$ cat src/rtl/mbb_pkg.sv
// constants, state encoding and state record for the burst bus interface
package mbb_pkg;

  // ==========================================================================
  // clocking
  localparam int unsigned CORE_CLK_MHZ = 25;
  localparam int unsigned CLK_DIVIDE   = 2;
  localparam int unsigned BUS_CLK_MHZ  = CORE_CLK_MHZ / CLK_DIVIDE;

  // ==========================================================================
  // widths and burst limits
  localparam int unsigned ADDR_W     = 32;
  localparam int unsigned DATA_W     = 16;
  localparam int unsigned UPPER_LSB  = 16;
  localparam int unsigned WORD_LSB   = 1;
  localparam int unsigned BEAT_W     = 3;
  localparam int unsigned MAX_BEATS  = 8;
  localparam logic [BEAT_W-1:0] LAST_BEAT = 3'h0;
  localparam logic [BEAT_W-1:0] BEAT_ONE  = 3'h1;

  // ==========================================================================
  // transfer kinds
  localparam logic [1:0] KIND_PLAIN  = 2'h0;
  localparam logic [1:0] KIND_RMW_RD = 2'h1;
  localparam logic [1:0] KIND_RMW_WR = 2'h2;
  localparam logic [1:0] KIND_INTACK = 2'h3;

  // ==========================================================================
  // bus states
  typedef enum logic [4:0] {
    ST_IDLE = 5'h01,
    ST_ADDR = 5'h02,
    ST_DATA = 5'h04,
    ST_WAIT = 5'h08,
    ST_HOLD = 5'h10
  } mbb_state_e;

  // ==========================================================================
  // whole state of the interface
  typedef struct packed {
    mbb_state_e  st;
    logic        phase;
    logic        ready_s1;
    logic        ready_s2;
    logic        hold_s1;
    logic        hold_s2;
    logic        lock_s1;
    logic        lock_s2;
    logic [15:0] ad_s1;
    logic [15:0] ad_s2;
    logic [31:0] addr;
    logic        write;
    logic [1:0]  kind;
    logic [1:0]  be;
    logic [2:0]  left;
    logic        lock_hold;
    logic        ale;
    logic        as_n;
    logic        den_n;
    logic        dtr;
    logic        final_beat_strobe_n;
    logic [1:0]  be_n;
    logic        grant;
    logic        bus_oe;
    logic        ad_oe;
    logic [15:0] ad_out;
    logic [2:0]  word_addr;
    logic [15:0] rd_data;
    logic        rd_valid;
    logic        done;
  } mbb_regs_s;

  localparam mbb_regs_s REGS_RESET = '{
    st: ST_IDLE, phase: 1'b0, ready_s1: 1'b1, ready_s2: 1'b1,
    hold_s1: 1'b0, hold_s2: 1'b0, lock_s1: 1'b1, lock_s2: 1'b1,
    ad_s1: 16'h0000, ad_s2: 16'h0000, addr: 32'h0000_0000, write: 1'b0,
    kind: KIND_PLAIN, be: 2'h0, left: 3'h0, lock_hold: 1'b0, ale: 1'b0,
    as_n: 1'b1, den_n: 1'b1, dtr: 1'b1, final_beat_strobe_n: 1'b1, be_n: 2'h3,
    grant: 1'b0, bus_oe: 1'b1, ad_oe: 1'b0, ad_out: 16'h0000,
    word_addr: 3'h0, rd_data: 16'h0000, rd_valid: 1'b0, done: 1'b0
  };

endpackage : mbb_pkg

$ cat src/rtl/mbb_bus_if.sv
// multiplexed burst bus interface unit, device end
`timescale 1ns/1ps

module mbb_bus_if
  import mbb_pkg::*;
(
  // clock, reset, enable
  input  wire logic        core_clk_in,
  input  wire logic        srst_in,
  input  wire logic        ce_in,
  // user request port
  input  wire logic        req_valid_in,
  output logic             req_ready_out,
  input  wire logic        req_write_in,
  input  wire logic [1:0]  req_kind_in,
  input  wire logic [31:0] req_addr_in,
  input  wire logic [2:0]  req_beats_in,
  input  wire logic [1:0]  req_be_in,
  input  wire logic [15:0] wr_data_in,
  output logic             wr_take_out,
  output logic [15:0]      rd_data_out,
  output logic             rd_valid_out,
  output logic             done_out,
  // bus pins
  output logic [15:0]      upper_address_lines_out,
  input  wire logic [15:0] muxed_addr_data_lines_in,
  output logic [15:0]      muxed_addr_data_lines_out,
  output logic             muxed_addr_data_oe_out,
  output logic [2:0]       burst_word_address_out,
  output logic             ale_out,
  output logic             address_state_strobe_n_out,
  output logic             write_read_out,
  output logic             data_phase_enable_n_out,
  output logic             transfer_direction_out,
  output logic             final_beat_strobe_n_out,
  output logic [1:0]       byte_lane_enables_n_out,
  output logic             bus_oe_out,
  input  wire logic        ready_n_in,
  input  wire logic        hold_in,
  output logic             bus_grant_out,
  input  wire logic        lock_n_in,
  output logic             lock_n_out,
  output logic             lock_oe_out
);

  // ==========================================================================
  // state
  mbb_regs_s r_reg;
  mbb_regs_s r_next;
  logic      tick;
  logic      accept;
  logic      lock_busy;
  logic      wtake;

  assign tick      = r_reg.phase;
  assign lock_busy = ~r_reg.lock_s2;

  // ==========================================================================
  // next state
  always_comb begin
    r_next        = r_reg;
    wtake         = 1'b0;
    accept        = 1'b0;
    r_next.phase  = ~r_reg.phase;
    r_next.ready_s1 = ready_n_in;
    r_next.ready_s2 = r_reg.ready_s1;
    r_next.hold_s1  = hold_in;
    r_next.hold_s2  = r_reg.hold_s1;
    r_next.lock_s1  = lock_n_in;
    r_next.lock_s2  = r_reg.lock_s1;
    r_next.ad_s1    = muxed_addr_data_lines_in;
    r_next.ad_s2    = r_reg.ad_s1;
    r_next.rd_valid = 1'b0;
    r_next.done     = 1'b0;
    if (r_reg.st == ST_ADDR && !tick) begin
      r_next.ale = 1'b0;
    end
    if (tick) begin
      case (r_reg.st)
        ST_IDLE: begin
          if (r_reg.hold_s2 && !r_reg.lock_hold) begin
            r_next.st     = ST_HOLD;
            r_next.grant  = 1'b1;
            r_next.bus_oe = 1'b0;
            r_next.ad_oe  = 1'b0;
            r_next.ale    = 1'b0;
          end else if (req_valid_in && !(req_kind_in == KIND_RMW_RD && lock_busy)) begin
            accept           = 1'b1;
            r_next.st        = ST_ADDR;
            r_next.addr      = req_addr_in;
            r_next.write     = req_write_in;
            r_next.kind      = req_kind_in;
            r_next.be        = req_be_in;
            r_next.left      = req_beats_in;
            r_next.ale       = 1'b1;
            r_next.as_n      = 1'b0;
            r_next.dtr       = req_write_in;
            r_next.ad_out    = req_addr_in[15:0];
            r_next.ad_oe     = 1'b1;
            r_next.word_addr = req_addr_in[3:1];
            if (req_kind_in == KIND_RMW_RD || req_kind_in == KIND_INTACK) begin
              r_next.lock_hold = 1'b1;
            end else if (req_kind_in == KIND_RMW_WR) begin
              r_next.lock_hold = 1'b0;
            end
          end
        end
        ST_ADDR: begin
          r_next.st      = ST_DATA;
          r_next.as_n    = 1'b1;
          r_next.den_n   = 1'b0;
          r_next.be_n    = ~r_reg.be;
          r_next.final_beat_strobe_n = (r_reg.left != LAST_BEAT);
          r_next.ad_oe   = r_reg.write;
          if (r_reg.write) begin
            r_next.ad_out = wr_data_in;
            wtake         = 1'b1;
          end
        end
        ST_DATA: begin
          // synced ready and data still show the previous beat here
          r_next.st = ST_WAIT;
        end
        ST_WAIT: begin
          if (r_reg.ready_s2) begin
            r_next.st = ST_WAIT;
          end else begin
            if (!r_reg.write) begin
              r_next.rd_data  = r_reg.ad_s2;
              r_next.rd_valid = 1'b1;
            end
            if (r_reg.left == LAST_BEAT) begin
              r_next.st      = ST_IDLE;
              r_next.den_n   = 1'b1;
              r_next.final_beat_strobe_n = 1'b1;
              r_next.be_n    = 2'h3;
              r_next.ad_oe   = 1'b0;
              r_next.done    = 1'b1;
              if (r_reg.kind == KIND_INTACK) begin
                r_next.lock_hold = 1'b0;
              end
            end else begin
              r_next.st        = ST_DATA;
              r_next.left      = r_reg.left - BEAT_ONE;
              r_next.word_addr = r_reg.word_addr + 3'h1;
              r_next.final_beat_strobe_n   = (r_reg.left != BEAT_ONE);
              if (r_reg.write) begin
                r_next.ad_out = wr_data_in;
                wtake         = 1'b1;
              end
            end
          end
        end
        ST_HOLD: begin
          if (!r_reg.hold_s2) begin
            r_next.st     = ST_IDLE;
            r_next.grant  = 1'b0;
            r_next.bus_oe = 1'b1;
          end
        end
        default: begin
          r_next.st = ST_IDLE;
        end
      endcase
    end
  end

  always_ff @(posedge core_clk_in) begin
    if (srst_in) begin
      r_reg <= REGS_RESET;
    end else if (ce_in) begin
      r_reg <= r_next;
    end
  end

  // ==========================================================================
  // outputs
  assign req_ready_out              = accept & ce_in;
  assign wr_take_out                = wtake & ce_in;
  assign rd_data_out                = r_reg.rd_data;
  assign rd_valid_out               = r_reg.rd_valid;
  assign done_out                   = r_reg.done;
  assign upper_address_lines_out    = r_reg.addr[31:16];
  assign muxed_addr_data_lines_out  = r_reg.ad_out;
  assign muxed_addr_data_oe_out     = r_reg.ad_oe;
  assign burst_word_address_out     = r_reg.word_addr;
  assign ale_out                    = r_reg.ale;
  assign address_state_strobe_n_out = r_reg.as_n;
  assign write_read_out             = r_reg.dtr;
  assign data_phase_enable_n_out    = r_reg.den_n;
  assign transfer_direction_out     = r_reg.dtr;
  assign final_beat_strobe_n_out    = r_reg.final_beat_strobe_n;
  assign byte_lane_enables_n_out    = r_reg.be_n;
  assign bus_oe_out                 = r_reg.bus_oe;
  assign bus_grant_out              = r_reg.grant;
  assign lock_n_out                 = 1'b0;
  assign lock_oe_out                = r_reg.lock_hold;
endmodule : mbb_bus_if

$ cat config.mk
export PLATFORM = sky130hd
export DESIGN_NAME = mbb_bus_if
export DESIGN_NICKNAME = d
export VERILOG_FILES = /design/src/rtl/mbb_pkg.sv /design/src/rtl/mbb_bus_if.sv
export SDC_FILE = /design/constraint.sdc
export NUM_CORES = 1
export LEC_CHECK = 0
export BUFFER_PORTS_ARGS = -buffer_cell sky130_fd_sc_hd__buf_4
export CORE_ASPECT_RATIO = 0.7
export CORE_MARGIN = 2
export CORE_UTILIZATION = 53
export CTS_CLUSTER_SIZE = 30
export DETAILED_ROUTE_END_ITERATION = 6
export PLACE_DENSITY = 0.81
export RECOVER_POWER = 50
export SLEW_MARGIN = 30
export SYNTH_ARGS = -nofsm -noshare
export SYNTH_HDL_FRONTEND = slang
export SYNTH_SLANG_ARGS = --single-unit
$ cat constraint.sdc
create_clock -name core_clk_in -period 2.4 [get_ports core_clk_in]
set_clock_uncertainty 0.2 [all_clocks]
set_input_delay 0.36 -clock core_clk_in [delete_from_list [all_inputs] [get_ports core_clk_in]]
set_output_delay 0.36 -clock core_clk_in [all_outputs]
set_load 0.01 [all_outputs]
==> flow_results.org, run 1 <==
** Critical path
- The most critical setup path has its startpoint at r_reg[48].
- CP arrival :: roughly 1.8 ns
- Nature of the critical path startpoint :: flop
- The worst register-to-register path begins at r_reg[48].
- The worst setup path is captured at an output pin.
- Max FO, Critical Path :: 4
- For the worst setup path, the data required time is between 1.5 and 2 ns.
- The worst setup path is of the reg2out kind.

** CTS
- Clock net sink count :: roughly 120
- Clock latency of the later-clocked register in the worst-skew pair :: approximately 0.4 ns
- The tree is rooted in a sky130_fd_sc_hd__clkbuf_16.
- Clock slew seen by the registers of the worst setup and hold paths :: ~0.05 ns
- CTS Buf Count :: 17
- Number of H-tree levels :: 4
- CTS tree :: yes
- Number of buffers on the longest clock path :: 2

** Detailed routing
- Initial drt markers :: 435
- For this run, design rule violations remaining after detail routing come to 0.
- Total vias in the final route :: 4728
- In the final routed layout, each cell accounts on average for 15.9 um.
- In the routed layout, each cell is associated on average with a via count of 5.47.
- Routed Antenna Nets :: 0
- The final layout contains routed wiring with a total length of approximately 14 mm.
- Before antenna repair, the detailed router went through 5 iterations.

** Layout
- Antenna diode count :: 0
- The finished cells cover approximately 6800 um^2.
- After the flow finishes, the layout carries non-filler instances totaling 865.
- Top library cells by usage in the layout, fill and taps aside :: 111 x sky130_fd_sc_hd__dfxtp_1, 107 x sky130_fd_sc_hd__buf_4, 92 x sky130_fd_sc_hd__nand2_1
- Cells with a size suffix above 1 make up 22.0% of the layout.
- Post-layout net count :: around 810
- The library cell used most frequently in the layout, excluding fill and tap cells, is sky130_fd_sc_hd__dfxtp_1.
- The register with the most flip-flops in the layout has 32 of them.
- Compared with the post-synthesis result, the final layout area differs by 25.8%.

** Floorplan
- In this run the horizontal extent of the chip is around 120 um.
- Die area :: about 11000 um^2
- The floorplan step defined a core boundary enclosing ~9800 um^2.
- Once the floorplan was initialized, standard cells occupied between 50% and 60% of the core.
- IO Count :: roughly 150
- From bottom edge to top edge, the die measures around 88 um.
- Placement row count :: 30

** Logic synthesis
- For this run, the leading register cell type out of synthesis is sky130_fd_sc_hd__dfxtp_1.
- YS warnings :: 0
- Synthesis instantiated 53 different standard cells from the library.
- Seq/Total Area, Yosys :: 43.3%
- EDFF count, synth :: 0
- In the synthesized netlist, the number of instances is 628.
- Mean area per synthesized cell :: 8.55 um^2
- Number of synthesized register bits :: ~120
- Fraction of registers with async set or reset after synthesis :: 0%
- Syn nets :: around 710
- Synthesized cell area :: 5370 um^2

** Global routing
- Sum of overflow across all layers after global routing :: 0
- The initial antenna violation count is 0.
- Global routing consumed, over all layers together, between 20% and 30% of the routing resources.
- The first global-routing pass estimated around 22 mm of wire.
- The number of global-route vias before repair was 4472.
- Entering global routing, the biggest net connects 54 pins.

** Pwr
- Static Leak :: roughly 2.7 nW
- For this design the ratio of total power to cell area is approximately 760 nW/um^2.
- The internal power of the cells totals around 4.0 mW.
- Switching power of the nets :: around 1.1 mW
- Sequential cells burn roughly 40% of the power.
- The clock network is responsible for between 50% and 60% of the overall power.
- Net switching fraction of the power :: 22.4%
- The worst-case IR drop observed on VDD is about 0.0005 V.
- Gate power share :: a little under a tenth

** Timing
- Max_slew headroom :: a little over a tenth
- The count of final hold-check violations is 0.
- Setup repair after global routing left no endpoint under its margin.
- Final number of max-transition violations :: 0
- Final sum of negative setup slack :: 0 ns
- Share of the cycle needed by the critical path after routing :: between 90% and 100%
- Worst slew pin tran :: 1.34 ns
- Fmax :: 431 MHz
- Setup violations remaining at the end of the flow were counted as 0.
- Min Clock Period, post-route :: around 2.3 ns

** Worst hold path
- The min-delay analysis places its worst path in the category in2reg.
- The startpoint identified for the worst hold timing path is muxed_addr_data_lines_in[15].

** Place
- Dpl hpwl :: roughly 9.4 mm
- The placed instances occupy a cell area of 6190 um^2.
- The congestion estimate from routability-driven global placement came to a little over 0.9.
- In this run, placement finished with an instance count of about 820.
- Port buffering added around 150 buffers.

** Status
- The run finished with clean final reports.

** Run
- Count of maximum capacitance violations :: 0
power by group through the flow:
stage	sequential, mW	combinational [mW]	clock, mW
after floorplan	2.07	0.301	0
after global placement	2.08	0.464	0
after detailed placement	2.08	0.481	0
after CTS	2.04	0.502	2.60
after global routing	2.05	0.541	2.68
final	2.04	0.493	2.57
synth_stat cells (2+ instances only):
| cell type | count | share of area, % |
|---|---|---|
| sky130_fd_sc_hd__nor3b_1 | 4 | 0.56 |
| sky130_fd_sc_hd__clkbuf_1 | 22 | 1.5 |
| sky130_fd_sc_hd__a22oi_1 | 2 | 0.28 |
| sky130_fd_sc_hd__and2_1 | 4 | 0.47 |
| sky130_fd_sc_hd__buf_1 | 4 | 0.28 |
| sky130_fd_sc_hd__nand3_1 | 3 | 0.28 |
| sky130_fd_sc_hd__a211o_1 | 4 | 0.65 |
| sky130_fd_sc_hd__nand2_1 | 92 | 6.4 |
| sky130_fd_sc_hd__o21ai_1 | 3 | 0.28 |
| sky130_fd_sc_hd__nand3b_1 | 2 | 0.28 |
| sky130_fd_sc_hd__o21ai_0 | 5 | 0.47 |
| sky130_fd_sc_hd__ha_1 | 4 | 0.93 |
| sky130_fd_sc_hd__xnor2_1 | 3 | 0.49 |
| sky130_fd_sc_hd__dfxtp_1 | 116 | 43 |
| sky130_fd_sc_hd__o2bb2ai_1 | 3 | 0.49 |
| sky130_fd_sc_hd__inv_1 | 6 | 0.42 |
| sky130_fd_sc_hd__a31oi_1 | 5 | 0.58 |
| sky130_fd_sc_hd__nor3_1 | 7 | 0.65 |
| sky130_fd_sc_hd__buf_4 | 56 | 7.8 |
| sky130_fd_sc_hd__or4_1 | 3 | 0.42 |
| sky130_fd_sc_hd__buf_2 | 15 | 1.4 |
| sky130_fd_sc_hd__a311oi_1 | 18 | 2.9 |
| sky130_fd_sc_hd__nor2_1 | 60 | 4.2 |
| sky130_fd_sc_hd__a211oi_1 | 6 | 0.84 |
| sky130_fd_sc_hd__nor2b_1 | 6 | 0.70 |
| sky130_fd_sc_hd__nand2b_1 | 4 | 0.47 |
| sky130_fd_sc_hd__a21oi_1 | 89 | 8.3 |
| sky130_fd_sc_hd__mux2i_1 | 55 | 10 |
| sky130_fd_sc_hd__and3_1 | 3 | 0.35 |
path summary, 6_finish.rpt:
kind,slack (ns),end,cells after the start
max,0.08,wr_take_out,6
min,0.008,r_next[103],3
max reg2reg,0.14,r_reg[48],7
min reg2reg,0.25,bus_oe_out,2
metal layers:
metal,wire (um),global-route usage (%),vias to the layer above
met3,923,6.05,20
met2,6410,40.5,165
li1,-,-,2314
met4,193,10.1,0
met1,6240,32.9,2229
met5,0,0,-
cells by family (layout without fill, tap and decap cells):
| kind of cell | after synthesis | count (layout) | share of synthesized area, % |
|---|---|---|---|
| AO/OA/AOI/OAI | 147 | 147 | 16.7 |
| multiplexers | 55 | 55 | 10.3 |
| adder cells (fa/ha/maj) | 4 | 4 | 0.932 |
| other | 1 | 1 | 0.0699 |
| flip-flops | 116 | 116 | 43.3 |
| buffers and inverters | 103 | 212 | 11.5 |
| AND/OR/NAND/NOR | 199 | 199 | 16.8 |
| XOR/XNOR | 3 | 3 | 0.490 |
through the flow:
stage | worst slack, ns | hold WS (ns) | utilization, % | power (mW)
2_1_floorplan | 0.280 | 0.231 | - | 2.37
3_3_place_gp | 0.320 | 0.235 | 63.4 | 2.54
3_5_place_dp | 0.139 | 0.247 | 63.4 | 2.56
4_1_cts | 0.0281 | 0.00234 | 71.0 | 5.15
5_1_grt | 0.0118 | 0.0124 | 69.2 | 5.27
6_report | 0.0805 | 0.00805 | 69.2 | 5.11
worst max-delay path, stage by stage, from the launching register on:
cell and delay [ns]:
sky130_fd_sc_hd__dfxtp_2 0.35, sky130_fd_sc_hd__inv_1 0.07, sky130_fd_sc_hd__ha_1 0.25, sky130_fd_sc_hd__nor2b_2 0.20, sky130_fd_sc_hd__a21oi_2 0.17, sky130_fd_sc_hd__and3_1 0.19, sky130_fd_sc_hd__buf_4 0.13
area by class of cell:
type	count	area (um^2)
Fill cell	776	3010
Multi-Input combinational cell	409	2460
Sequential cell	116	2330
Timing Repair Buffer	175	1170
Clock buffer	22	484
Tap cell	128	160
Clock inverter	9	126
Inverter	6	22.5
timing repair:
item                                    in CTS  in global routing
hold buffers                                12                  0
cloned                                       0                  0
pin swaps                                    0                  1
hold endpoints to repair                    12                  0
buffers inserted                             0                  1
endpoints found under the setup margin       2                  3
resized for setup                            5                  6
No activity file was read; power rests on OpenSTA's default activity.
==> run 2: changes to the inputs <==
- PLACE_DENSITY: 0.81 -> 0.79
==> run 2 against run 1 <==
Net effect:
- final cell count rose by 0.12%
- flip-flop and latch count unchanged
- count of clock-buffer cells in the layout grew 3
- die area unchanged
- via count is 0.21% lower
- register-to-register slack is essentially flat
- design area is 0.63% higher
- setup slack worse by 0.030 ns
- global-route usage is 0.23 points higher
- power is 2.4% higher
- non-clock buffer count stayed put
- critical path type unchanged
- largest cell class unchanged
- highest routed layer unchanged
==> flow_results.org, run 2 (synthesis results as in run 1) <==
** Status
- Result of the run :: finished, final reports clean

** Floorplan
- Core area :: 9760 um^2 (unchanged)
- Effective utilization at floorplan :: 55.0% (unchanged)
- Die area :: 11000 um^2 (unchanged)
- IO Count :: 147 (unchanged)
- Placement row count :: 30 (unchanged)
- The die width came to 124 um (unchanged).
- The height of the die is 88.2 um (unchanged).

** Layout
- Share of post-route cells with drive strength above 1 :: 21.8% (-0.17 points)
- The number of filler cells placed in the layout was 784 (+1.0%).
- Register area :: 2330 um^2 (-0.11%)
- Commonest non-fill, non-tap cell in the layout :: sky130_fd_sc_hd__dfxtp_1
- The number of flip-flops under the largest register name was 32 (unchanged).
- The total inserted antenna cells came to 0 (unchanged).
- The non-filler instance count after layout was 866 (+0.12%).
- Post-layout net count :: 808 (unchanged)
- The area growth from synthesis to layout is 26.6%.
- The area of all placed cells without fillers came to 6800 um^2 (+0.63%).
- Leaving out fill and tap cells, the most frequent cells in the layout are 113 x sky130_fd_sc_hd__dfxtp_1, 103 x sky130_fd_sc_hd__buf_4, 92 x sky130_fd_sc_hd__nand2_1.
- Area taken by multi-input logic gates :: 2470 um^2 (+0.30%)

** Timing
- Min Clock Period, post-route :: 2.35 ns (+0.0296 ns)
- Final hold viol count :: 0 (unchanged)
- The final cycle utilization of the critical path came to 97.9% (+1.2 points).
- The final max-slew violation count is 0 (unchanged).
- Number of failing setup endpoints in the final timing report :: 0 (unchanged)
- The worst slew margin relative to its limit is 31.2% (+21 points).
- The maximum achievable frequency came to 426 MHz (-1.3%).
- The slew at the pin closest to its max-slew limit was 1.03 ns (-0.308 ns).
- The worst setup margin is 0.0509 ns (-0.0296 ns).
- Unrepaired setup endpoints after global routing :: true

** Place
- Total placed instance area :: 6200 um^2 (+0.20%)
- The routability-driven placement congestion ratio came to 0.900 (-0.57%).
- The placed instance count was 821 (unchanged).
- Port Buffer Count :: 145 (unchanged)
- The placed wire-length estimate was 9.34 mm (-0.28%).
- The worst setup slack before clock tree synthesis was 0.203 ns (+0.0633 ns).

** CTS
- The buffer depth of the longest clock path came to 2 (unchanged).
- The post-CTS repair timing setup buffer count came to 0 (unchanged).
- CTS tree :: yes
- The number of buffers added by the clock tree synthesis step is 17 (unchanged).
- The clock edge transition at the registers on the reported setup and hold paths is 0.05 ns (about the same).
- Clock net sink count :: 116 (unchanged)
- Clock latency of the later-clocked register in the worst-skew pair :: 0.40 ns (about the same)
- Clock tree synthesis selected as its root buffer the cell sky130_fd_sc_hd__clkbuf_16.
- Number of H-tree levels :: 4 (unchanged)

** Pwr
- Static Leak :: 2.67 nW (+0.58%)
- The total power per unit cell area came to 770 nW/um^2 (+1.8%).
- Total power consumption of the routed design :: 5.23 mW (+2.4%)
- The peak supply drop came to 0.000601 V (+19%).

** Global routing
- Sum of overflow across all layers after global routing :: 0 (unchanged)
- Pin count of the biggest net entering global routing :: 58 (+7.4%)
- Antenna violations before repair :: 0 (unchanged)
- The global-route wire length before repair was 22.4 mm (+1.6%).
- Via count of the first global-routing pass :: 4642 (+3.8%)
- Tot GR Track Use :: 25.3% (+0.23 points)

** Detailed routing
- Router iterations before antenna repair :: 5 (unchanged)
- Routed Antenna Nets :: 0 (unchanged)
- The starting DRC count in detailed routing came to 396 (-9.0%).
- Met1 Routed Length :: 6.13 mm (-1.9%)
- The ratio of routed vias to standard cells is 5.45 (-0.33%).
- The highest metal layer carrying signal wires in the routed design is met4.
- The total wirelength of the detailed-routed design came to 13.9 mm (+0.59%).
- The detailed-routed wire length on met3 came to 906 um (-1.8%).
- The per-cell routed wire length is 16.0 um (+0.47%).
- Routed wl met2 :: 6.65 mm (+3.7%)
- The number of vias in the routed layout is 4718 (-0.21%).
- Number of remaining DRC errors :: 0 (unchanged)

** Critical path
- The startpoint identified for the worst register-to-register timing path is r_reg[127].
- The critical path starts at r_reg[48].
- The worst setup slack for register-to-register paths came to 0.14 ns (about the same).
- CP arrival :: 1.79 ns (+0.03 ns)
- STA classifies the critical path endpoint as an output pin.
- The data required time at the worst endpoint came to 1.84 ns (about the same).
- The depth of the most critical reg-to-reg path came to 6 (-1).
- Worst setup endpoint :: wr_take_out
- Worst Setup Path Type :: reg2out
- Endpoint of the lowest-slack register-to-register path :: upper_address_lines_out[13]
- The worst setup path is launched from a flop.
- Cell at the slowest stage of the critical path :: sky130_fd_sc_hd__dfxtp_1
- The delay contributed by the slowest stage of the critical path came to 0.37 ns (+0.02 ns).
- Traced cell by cell, the critical path runs through inv_1 -> ha_1 -> nor2b_2 -> a21oi_2 -> and3_1 -> buf_4.
- Max FO, Critical Path :: 4 (unchanged)

** Worst hold path
- Tightest Hold Check Type :: in2reg

** Run
- The count of maximum capacitance violations came to 0 (unchanged).
[run 2: changes by cell type in the layout (fill, tap and decap cells not counted), moves of 2 or more]
cell,previous run,this run
sky130_fd_sc_hd__buf_4,107,103
sky130_fd_sc_hd__clkbuf_2,1,3
sky130_fd_sc_hd__dfxtp_1,111,113
sky130_fd_sc_hd__dfxtp_2,5,3
sky130_fd_sc_hd__clkbuf_8,4,8
sky130_fd_sc_hd__clkinv_2,4,2
[run 2: worst min path at each step]
stage                                startpoint                          to  slack, ns  cells past startpoint
floorplan                             r_reg[88]              rd_data_out[0]       0.23                      2
global placement                     bus_oe_out                  bus_oe_out       0.23                      2
detailed placement                    r_reg[96]              rd_data_out[8]       0.25                      2
CTS                             req_addr_in[19]  upper_address_lines_out[3]     0.0007                      3
global route                    req_addr_in[24]  upper_address_lines_out[8]       0.01                      3
finish              muxed_addr_data_lines_in[0]                  r_next[88]      0.007                      3
[run 2: cell type report]
class / instances / share of cell area (%)
Sequential cell: 116 / 34.2
Timing Repair Buffer: 175 / 17.1
Clock buffer: 25 / 7.88
Inverter: 6 / 0.331
Multi-Input combinational cell: 409 / 36.4
Tap cell: 128 / 2.36
Clock inverter: 7 / 1.69
[run 2: stage by stage]
stage	setup TNS, ns	util (%)	hold slack, ns
final	0	69.6	0.00691
after global routing	-0.00832	69.6	0.0114
after CTS	0	71.7	0.000746
after detailed placement	0	63.5	0.246
after global placement	0	63.5	0.235
after floorplan	0	-	0.231
[run 2: per-layer routing]
layer	vias up	track usage, %
li1	2327	-
met1	2207	32.3
met2	162	43.1
met3	22	6.72
met4	0	7.15
met5	-	0
[run 2: timing repair]
action | CTS | global route
pin swaps | 0 | 1
gates resized for setup | 4 | 6
hold buffers | 13 | 0
hold endpoints to repair | 13 | 0
setup endpoints to repair | 2 | 2
[run 2: power by group]
group	switching [mW]	internal, mW
sequential	0.0499	1.99
clock	0.847	1.85
combinational	0.252	0.241
[run 2: worst max-delay path: cells and delay by family, from the launching register on]
family / cells / cell delay, ns
adders and majority gates: 1 / 0.24
AOI/OAI and AO/OA: 1 / 0.17
DFF: 1 / 0.37
buffers and inverters: 2 / 0.22
and+or+nand+nor: 2 / 0.37
